**config.mk**
```make
export PLATFORM = sky130hd
export DESIGN_NAME = cmg_guard
export DESIGN_NICKNAME = d
export VERILOG_FILES = /design/src/hdl/cmg_buf2.v /design/src/hdl/cmg_guard.v
export VERILOG_INCLUDE_DIRS = /design/src /design/src/hdl
export SDC_FILE = /design/constraint.sdc
export NUM_CORES = 1
export LEC_CHECK = 0
export BUFFER_PORTS_ARGS = -buffer_cell sky130_fd_sc_hd__buf_2
export CORE_AREA = 2 2 240 242
export CTS_CLUSTER_DIAMETER = 50
export DETAILED_ROUTE_END_ITERATION = 8
export DIE_AREA = 0 0 242 244
export RECOVER_POWER = 50
export REMOVE_ABC_BUFFERS = 1
export SLEW_MARGIN = 30
export SYNTH_ARGS = -nofsm -noshare
export SYNTH_HDL_FRONTEND = slang
export SYNTH_SLANG_ARGS = --single-unit
```
**constraint.sdc**
```tcl
create_clock -name core_clk_i -period 6.1 [get_ports core_clk_i]
set_clock_uncertainty 0.05 [all_clocks]
set_input_delay 0.305 -clock core_clk_i [delete_from_list [all_inputs] [get_ports core_clk_i]]
set_output_delay 0.305 -clock core_clk_i [all_outputs]
set_load 0.05 [all_outputs]
```
**src/hdl/cmg_map.vh**
```
// Constants for the crypto mode and self-test guard.
`ifndef CMG_MAP_VH
`define CMG_MAP_VH
// Register word indices (byte address is four times the index).
`define CMG_REG_CTRL 4'h0
`define CMG_REG_STATUS 4'h1
`define CMG_REG_KEY_APP 4'h2
`define CMG_REG_KEY_NAP 4'h3
`define CMG_REG_CTR 4'h4
// Control register field positions.
`define CMG_CTRL_REQ 0
`define CMG_CTRL_NONAPP 1
`define CMG_CTRL_CTR_LOAD 2
// Status register field positions.
`define CMG_ST_BUSY 0
`define CMG_ST_PASS 1
`define CMG_ST_LOCK 2
`define CMG_ST_NONAPP 3
`define CMG_ST_RESULT_OK 4
// Reset values.
`define CMG_KEY_RST 32'h0000_0000
`define CMG_CTR_RST 128'h0
// Number of algorithms checked at power-up.
`define CMG_NUM_ALGOS 7
// Cycles allowed for each known-answer check before the guard locks.
`define CMG_CHECK_CYCLES 16
`endif

```
**src/hdl/cmg_buf2.v**
```verilog
// Two-entry valid/ready buffer for the payload path.
`timescale 1ns/1ps
module cmg_buf2
#(
   parameter WIDTH = 32
)
(
   // Clock and reset.
   input wire core_clk_i,
   input wire srst_i,
   // Fill side.
   input wire in_valid_i,
   output wire in_ready_o,
   input wire [WIDTH-1:0] in_data_i,
   // Drain side.
   output wire out_valid_o,
   input wire out_ready_i,
   output wire [WIDTH-1:0] out_data_o
);
   reg [WIDTH-1:0] mem_r [0:1];
   reg wr_ptr_r;
   reg rd_ptr_r;
   reg [1:0] count_r;
   wire push;
   wire pop;

   // Honest full and empty come straight from the fill count.
   assign in_ready_o = (count_r != 2'h2);
   assign out_valid_o = (count_r != 2'h0);
   assign out_data_o = mem_r[rd_ptr_r];
   assign push = in_valid_i && in_ready_o;
   assign pop = out_valid_o && out_ready_i;

   // Pointers and count; a push and a pop in one cycle leave the count alone.
   always @(posedge core_clk_i)
   begin
      if (srst_i)
      begin
         wr_ptr_r <= 1'b0;
         rd_ptr_r <= 1'b0;
         count_r <= 2'h0;
      end
      else
      begin
         if (push)
         begin
            mem_r[wr_ptr_r] <= in_data_i;
            wr_ptr_r <= ~wr_ptr_r;
         end
         if (pop)
            rd_ptr_r <= ~rd_ptr_r;
         if (push && !pop)
            count_r <= count_r + 2'h1;
         else if (pop && !push)
            count_r <= count_r - 2'h1;
      end
   end
endmodule // cmg_buf2

```
**src/hdl/cmg_guard.v**
```verilog
// Mode, self-test and secret storage guard around the crypto datapath.
`timescale 1ns/1ps
`include "cmg_map.vh"
module cmg_guard
#(
   parameter WIDTH = 32,
   parameter NUM_ALGOS = `CMG_NUM_ALGOS,
   parameter CHECK_CYCLES = `CMG_CHECK_CYCLES
)
(
   // Clock and reset.
   input wire core_clk_i,
   input wire srst_i,
   // Register port.
   input wire reg_wr_i,
   input wire reg_rd_i,
   input wire [3:0] reg_idx_i,
   input wire [31:0] reg_wdata_i,
   output reg [31:0] reg_rdata_o,
   // Known-answer check engine.
   output reg check_start_o,
   output reg [3:0] check_algo_o,
   input wire check_done_i,
   input wire check_pass_i,
   // Datapath key and counter.
   output reg [31:0] active_key_o,
   output reg [127:0] ctr_o,
   // Payload input FIFO, filled by the host DMA.
   input wire din_valid_i,
   output reg din_ready_o,
   input wire din_pipe_i,
   input wire [WIDTH-1:0] din_data_i,
   // Processed result from the datapath.
   input wire res_valid_i,
   input wire [WIDTH-1:0] res_data_i,
   output reg res_ready_o,
   // Payload to the datapath.
   output reg core_valid_o,
   output reg [WIDTH-1:0] core_data_o,
   input wire core_ready_i,
   // Payload output FIFO, drained by the host DMA.
   output reg dout_valid_o,
   output reg [WIDTH-1:0] dout_data_o,
   input wire dout_ready_i
);
   // One-hot states.
   localparam ST_CHECK = 5'h01;
   localparam ST_WAIT = 5'h02;
   localparam ST_APPR = 5'h04;
   localparam ST_NONAPP = 5'h08;
   localparam ST_LOCK = 5'h10;

   reg [4:0] state_r;
   reg [3:0] algo_r;
   reg [7:0] wait_r;
   reg pass_r;
   reg [31:0] key_app_r;
   reg [31:0] key_nap_r;
   reg [127:0] ctr_r;
   reg served_ok_r;
   wire services_on;
   wire buf_in_ready;
   wire buf_out_valid;
   wire [WIDTH-1:0] buf_out_data;
   wire din_push;
   wire buf_pop;
   wire res_take;
   wire dout_nxt;

   // Wrapping increment kept as a function so the counter cannot saturate.
   function [127:0] ctr_inc;
      input [127:0] c;
      begin
         ctr_inc = c + 128'h1;
      end
   endfunction

   // Services exist only in a mode state, never while checking or locked.
   assign services_on = (state_r == ST_APPR) || (state_r == ST_NONAPP);
   // Pipe 1 belongs to non-approved work, pipe 0 to approved; a word on the other mode's pipe is dropped on the floor.
   assign din_push = din_valid_i && services_on &&
      (din_pipe_i == (state_r == ST_NONAPP));
   assign buf_pop = buf_out_valid && core_ready_i && !core_valid_o;
   // Next output valid; a result is taken only into an empty output word.
   // This halves the result rate, but a stalled host can never lose a word.
   assign res_take = res_valid_i && res_ready_o;
   assign dout_nxt = (res_take && services_on) || (dout_valid_o && !dout_ready_i);

   // Input buffer absorbs a datapath stall so no payload word is lost.
   cmg_buf2 #(.WIDTH(WIDTH)) u_inbuf
   (
      .core_clk_i(core_clk_i),
      .srst_i(srst_i),
      .in_valid_i(din_push),
      .in_ready_o(buf_in_ready),
      .in_data_i(din_data_i),
      .out_valid_o(buf_out_valid),
      .out_ready_i(buf_pop),
      .out_data_o(buf_out_data)
   );

   // Self-test sequencer and mode control; a locked guard waits for reset.
   always @(posedge core_clk_i)
   begin
      if (srst_i)
      begin
         state_r <= ST_CHECK;
         algo_r <= 4'h0;
         wait_r <= 8'h0;
         pass_r <= 1'b0;
         check_start_o <= 1'b0;
         check_algo_o <= 4'h0;
      end
      else
      begin
         check_start_o <= 1'b0;
         case (state_r)
            ST_CHECK:
            begin
               check_start_o <= 1'b1;
               check_algo_o <= algo_r;
               wait_r <= 8'h0;
               state_r <= ST_WAIT;
            end
            ST_WAIT:
            begin
               wait_r <= wait_r + 8'h1;
               if (check_done_i && !check_pass_i)
                  state_r <= ST_LOCK;
               else if (check_done_i && algo_r == NUM_ALGOS - 1)
               begin
                  pass_r <= 1'b1;
                  state_r <= ST_APPR;
               end
               else if (check_done_i)
               begin
                  algo_r <= algo_r + 4'h1;
                  state_r <= ST_CHECK;
               end
               else if (wait_r == CHECK_CYCLES[7:0])
                  state_r <= ST_LOCK;
            end
            ST_APPR:
               if (reg_wr_i && reg_idx_i == `CMG_REG_CTRL &&
                   reg_wdata_i[`CMG_CTRL_REQ] && reg_wdata_i[`CMG_CTRL_NONAPP])
                  state_r <= ST_NONAPP;
            ST_NONAPP:
               if (res_valid_i && res_ready_o)
                  state_r <= ST_APPR;
            ST_LOCK:
               state_r <= ST_LOCK;
            default:
               state_r <= ST_LOCK;
         endcase
      end
   end

   // Write-only secret stores, one per mode, cleared by reset.
   always @(posedge core_clk_i)
   begin
      if (srst_i)
      begin
         key_app_r <= `CMG_KEY_RST;
         key_nap_r <= `CMG_KEY_RST;
         ctr_r <= `CMG_CTR_RST;
         active_key_o <= `CMG_KEY_RST;
      end
      else
      begin
         if (reg_wr_i && reg_idx_i == `CMG_REG_KEY_APP)
            key_app_r <= reg_wdata_i;
         if (reg_wr_i && reg_idx_i == `CMG_REG_KEY_NAP)
            key_nap_r <= reg_wdata_i;
         if (reg_wr_i && reg_idx_i == `CMG_REG_CTRL && reg_wdata_i[`CMG_CTRL_CTR_LOAD])
            ctr_r <= `CMG_CTR_RST;
         else if (buf_pop)
            ctr_r <= ctr_inc(ctr_r);
         // The datapath sees only the key of the current mode, zero otherwise.
         if (state_r == ST_APPR)
            active_key_o <= key_app_r;
         else if (state_r == ST_NONAPP)
            active_key_o <= key_nap_r;
         else
            active_key_o <= `CMG_KEY_RST;
      end
   end

   // Payload path; the output takes only processed words, never raw input.
   always @(posedge core_clk_i)
   begin
      if (srst_i)
      begin
         din_ready_o <= 1'b0;
         core_valid_o <= 1'b0;
         core_data_o <= {WIDTH{1'b0}};
         res_ready_o <= 1'b0;
         dout_valid_o <= 1'b0;
         dout_data_o <= {WIDTH{1'b0}};
         ctr_o <= `CMG_CTR_RST;
         served_ok_r <= 1'b0;
      end
      else
      begin
         // Ready drops for a cycle after each push, so a ready seen high always has room.
         din_ready_o <= buf_in_ready && services_on && !din_push;
         ctr_o <= ctr_r;
         if (buf_pop)
         begin
            core_valid_o <= 1'b1;
            core_data_o <= buf_out_data;
         end
         else if (core_ready_i)
            core_valid_o <= 1'b0;
         res_ready_o <= !dout_nxt;
         if (res_valid_i && res_ready_o && services_on)
         begin
            dout_valid_o <= 1'b1;
            dout_data_o <= res_data_i;
            served_ok_r <= 1'b1;
         end
         else if (dout_ready_i)
            dout_valid_o <= 1'b0;
      end
   end

   // Register reads; secrets read as zero and status carries no key bits.
   always @(posedge core_clk_i)
   begin
      if (srst_i)
         reg_rdata_o <= 32'h0000_0000;
      else if (reg_rd_i)
      begin
         reg_rdata_o <= 32'h0000_0000;
         if (reg_idx_i == `CMG_REG_STATUS)
         begin
            reg_rdata_o[`CMG_ST_BUSY] <= (state_r == ST_CHECK) || (state_r == ST_WAIT);
            reg_rdata_o[`CMG_ST_PASS] <= pass_r && (state_r != ST_LOCK);
            reg_rdata_o[`CMG_ST_LOCK] <= (state_r == ST_LOCK);
            reg_rdata_o[`CMG_ST_NONAPP] <= (state_r == ST_NONAPP);
            reg_rdata_o[`CMG_ST_RESULT_OK] <= served_ok_r;
         end
      end
   end
endmodule // cmg_guard

```
After elaboration in Yosys (flattened, before gate mapping). Memories as Yosys holds them, arrays and structs flattened. A register that Yosys moved wholly into a read port is not among the register bits. Cells that the tools add are included.

Flip-flop bits (word level): 421. RAM bits: 64. Input bits: 111. Output and inout bits: 265. Word-level logic and storage cells: 110. Memories kept: 1.

$add $sub $neg: 5. Equality and inequality tests: 16. Mux-type cells: 21. Bitwise operators: 4. Reduce and logical (&&, ||, !) cells: 42.

Memories: u_inbuf.mem_r (depth 2, width 32, rd ports 1, clocked after memory_dff 1, write ports 1, RTL line cmg_buf2.v:20) `reg [WIDTH-1:0] mem_r [0:1];`.

Operators with widths (count): adder 128 x 1 -> 128 bit, second input constant (1); 2-to-1 mux 32 bit (2); 2-to-1 mux 5 bit (7); logical AND 1 bit (22); case mux 5 bit (4 select lines) (1); case mux 8 bit (2 select lines) (1); inequality test 5 bit, second input constant (2); nonzero test 2 bit (5); adder 8 x 1 -> 8 bit, second input constant (1); equality test 4 x 2 -> 1 bit, second input constant (2); equality test 8 x 5 -> 1 bit, second input constant (1); 2-to-1 mux 1 bit (8); logical NOT 1 bit (7); AND reduction 3 bit (2); equality test 5 x 1 -> 1 bit, second input constant (1); equality test 5 x 2 -> 1 bit, second input constant (1); equality test 5 x 3 -> 1 bit, second input constant (1); equality test 5 x 4 -> 1 bit, second input constant (1); equality test 5 bit, second input constant (1); adder 4 x 1 -> 4 bit, second input constant (1); equality test 4 x 1 -> 1 bit, second input constant (1); equality test 4 x 3 -> 1 bit, second input constant (1); logical NOT 4 bit (1); 2-to-1 mux 2 bit (2); other kinds (9) (15).

Logic depth before layout (Yosys ltp).
Depth after elaboration: 9. Mapped depth: 9. Mapped depth without buffers: 9.

Modules after synthesis. Synthesis repeated with hierarchy kept, for this count alone.

Cell total of the unflattened synthesis: 2171. Area total of the unflattened synthesis: 20332.0 um^2.

Modules (own cells, without submodules): cmg_guard (instances 1, cells each 2044, area an instance 17795.8 um^2, sequential area each 8988.6 um^2); cmg_buf2 (instances 1, cells each 127, area an instance 2536.2 um^2, sequential area each 2021.9 um^2).

Least setup slack after synthesis. No wires, ideal clock.

Kind: register -> register. From: reg state_r[3]. To: mem u_inbuf.mem_r[0][0] (enable). Arrival: 3.868 ns. Data required time: 5.548 ns. Path slack: 1.680 ns. Stages on the path, launching flop included: 5. Path buffers: 0. Cells stage by stage: dfxtp_1 > nor2b_1 > a22o_1 > nand3_1 > nor4_1.

Word-level cells in the longest chain between the ends: 8. Elaborated cells between the ends (all ways): 10. Those cells by class: 3 x eq/ne; 3 x mux; 4 x reduce/logical.

Ends and longest elaborated chain: start, declared (RTL line cmg_guard.v:53) `reg [4:0] state_r;`; start signal, assigned (RTL line cmg_guard.v:107) `state_r <= ST_CHECK;`; start signal, assigned (RTL line cmg_guard.v:123) `state_r <= ST_WAIT;`; start signal, assigned (RTL line cmg_guard.v:129) `state_r <= ST_LOCK;`; equality test 5 x 3 -> 1 bit / equality test 5 x 4 -> 1 bit (equally long branches) (RTL line cmg_guard.v:79, cmg_guard.v:82); logical OR 1 bit (RTL line cmg_guard.v:79) `assign services_on = (state_r == ST_APPR) || (state_r == ST_NONAPP);`; logical AND 1 bit (RTL line cmg_guard.v:81) `assign din_push = din_valid_i && services_on &&`; logical AND 1 bit * (RTL line cmg_guard.v:81); logical AND 1 bit * (RTL line cmg_buf2.v:31) `assign push = in_valid_i && in_ready_o;`; 2-to-1 mux 1 bit * (RTL line cmg_buf2.v:45) `if (push)`; 2-to-1 mux 1 bit * (RTL line cmg_buf2.v:37) `if (srst_i)`; 2-to-1 mux 1 bit (implied by the code) * (RTL line cmg_buf2.v:47) `mem_r[wr_ptr_r] <= in_data_i;`; end, declared (RTL line cmg_buf2.v:20).

Mark *: on every way between the ends. The rest lies on a longest branch, timed or not.

Final worst setup path.
From: in srst_i. To: reg core_data_o[18], read port of u_inbuf.mem_r.

RTL lines: start, declared (RTL line cmg_guard.v:13) `input wire srst_i,`; end, declared (RTL line cmg_guard.v:39) `output reg [WIDTH-1:0] core_data_o,`.

No word-level cell between the ends.

==> results.cfg <==
[status]
status = finished, violations left
violations = max-capacitance violations, max-slew violations

[critical_path]
path_max_fanout = 90
crit_type = primary input to register
cp.required_ns = 6.46
end_kind = register
critPathSlowestCell = clkbuf_1
critPathArrivalTime_ns = 4.47
crit_chain = buf_8 > clkbuf_1 > buf_4 > a211oi_1
cp_top_family = buffers and inverters
slowest_delay_ns = 2.48
cp-start-kind = primary input
crit_path_start = srst_i
path_buf_inv = 3
worstReg2RegStart = core_valid_o
reg2regPathDepth = 6
reg2reg_to = ctr_r[127]
reg2reg_setup_slack_ns = 2.70

[clock_network]
htreeDepth = 3
cts_tree = built
post_cts_buffers = 0
cts_sinks = 517
clk_pin_slew_ns = 0.06
clock_latency_ns = 0.60
cts_hold_buf = 102
cts_resized = 0
cts_buffer_depth = 3
root_buffer = clkbuf_16
cts_buffers = 66

[sta]
slew_viol_final = 160
setup_viol = 0
rsz0062_at_grt = false
min_period_over_period_pct = 67.4
tightest_slew_ns = 3.63
tns_ns = 0
fin_crit_ns = 4.11
relSlewSlack_pct = -142
fmax_mhz = 243
hold_viol_final = 0

[power]
leakagePower_nw = 8.57
powerDensity_nw_per_um2 = 313
total_power_mw = 7.83
peakVddDrop_mv = 0.193

[place]
portBuffers = 348
place_area_um2 = 22000
dpl.hpwl_mm = 41.2
gp_congestion = 0.927

[routing]
drcViolationCount = 0
vias = 17000
viasPerCell = 5.10
firstDrtPassIters = 5
avgRoutedWirePerCell_um = 18.2
drt_iter0_markers = 1281
ant_nets = 0
drt-total-wl_mm = 60.7

[final_layout]
final_cell_mix = 452 x dfxtp_1, 268 x nand2_1, 235 x nor2_1
layout.nets = 2640
drive_above_1_share_pct = 11.6
final_area_um2 = 25000
final_common_cell = dfxtp_1
fillers = 5539
areaGrowthSynthToFinish_pct = 27.5
seq_area_um2 = 11000
multi_input_area_um2 = 8070

[yosys]
async_flop_share_pct = 0
avgSynthCellArea_um2 = 9.39
yosysSeqAreaShare_pct = 56.0
post-synth-top-area-fraction_pct = 46.2
synth_area_leaders = dfxtp_1 46%, edfxtp_1 9.8%, nand2_1 5.1%, nor2_1 4.6%, a21oi_1 3.7%
synth_edf_count = 64
ys_warn_count = 0
syn_inst = 2089
synth_cell_types = 53
ys_ff_latch = 517
yosys_most_used_dff = dfxtp_1
syn_area_um2 = 19600
yosysTopAreaCell = dfxtp_1

[min_path]
min_from = check_pass_i
whs_path_depth = 4
hold_path.class = primary input to register
min_to = state_r[4]

[global_routing]
grt_pass1_vias = 16900
grt_overflow = 0
grt_pass1_wl_mm = 94.2
antenna_found_initial = 2
grt_max_degree = 91
grt.total_usage_pct = 20.0

[floorplanning]
row_count = 87
pin_count = 376
fp.coreArea_um2 = 56200
fp.dieW_um = 242
die_h_um = 244
die_area_um2 = 59000
initial_core_util_pct = 34.9

[run]
drv_cap = 2
worst max path at each step:
stage	end	slack (ns)	cells past startpoint
finish	core_data_o[18]	1.99	4
global route	core_data_o[18]	1.69	4
CTS	ctr_r[127]	2.77	6
detailed placement	ctr_r[127]	2.83	6
global placement	ctr_r[127]	2.80	7
floorplan	ctr_r[85]	1.26	7
worst min-delay path: stages:
cell and delay [ns]:
buf_2 0.09, nand2_1 0.06, a22oi_1 0.15, nor4_1 0.06
flip-flops by register name, summed over array words and instances (netlist names), 8 cells and up:
register	cells
ctr_o	128
ctr_r	128
u_inbuf.mem_r	64
active_key_o	32
core_data_o	32
dout_data_o	32
key_app_r	32
key_nap_r	32
wait_r	8
cells by family after synthesis:
logic type	Yosys count	synth area share, %
AO/OA/AOI/OAI	266	8.07
XOR/XNOR	95	4.24
adder cells (fa/ha/maj)	6	0.383
buffers and inverters	158	3.55
flip-flops	517	56.0
multiplexers	39	1.99
other	1	0.0191
AND/OR/NAND/NOR	1007	25.7
synthesized netlist by cell type, types with 6 or more instances:
cell type / number
and2_1: 12
nor4_1: 66
xor2_1: 26
edfxtp_1: 64
and4_1: 11
nor2b_1: 115
a21oi_1: 146
xnor2_1: 69
nand2_1: 268
or4_1: 18
a22oi_1: 36
nor2_1: 239
nor3_1: 43
or3_1: 32
nand4_1: 78
nand3_1: 67
mux2i_1: 39
o31ai_1: 11
ha_1: 6
and3_1: 24
dfxtp_1: 453
clkbuf_1: 95
buf_4: 27
or2_2: 6
a211oi_1: 38
o21ai_0: 22
buf_1: 7
inv_1: 28
metal layers:
layer	routed length (µm)	GRT usage, %
met5	0	0
met4	2420	8.86
met3	4210	4.60
met2	28400	32.7
met1	25700	25.4
metrics by stage:
step | hold slack [ns] | util [%] | worst slack, ns | std cells
after floorplan | 0.322 | - | 1.26 | 1985
after detailed placement | 0.393 | 39.2 | 2.83 | 3109
after global routing | 0.0557 | 44.5 | 1.69 | 3334
final | 0.0616 | 44.5 | 1.99 | 3334
after global placement | 0.388 | 39.2 | 2.80 | 3109
after CTS | 0.000894 | 45.0 | 2.77 | 3333
where the power goes:
| group | internal, mW | switching [mW] | total (mW) |
|---|---|---|---|
| clock | 2.37 | 1.53 | 3.90 |
| sequential | 3.48 | 0.0337 | 3.51 |
| combinational | 0.136 | 0.284 | 0.420 |
| total | 5.98 | 1.85 | 7.83 |
cell type report:
class / count / area share, %
Sequential cell: 517 / 44.0
Clock buffer: 94 / 7.55
Tap cell: 756 / 3.78
Clock inverter: 28 / 1.35
Timing Repair Buffer: 470 / 10.7
Antenna cell: 1 / 0.0100
Inverter: 28 / 0.420
Multi-Input combinational cell: 1440 / 32.3
No activity file was read; power rests on OpenSTA's default activity.
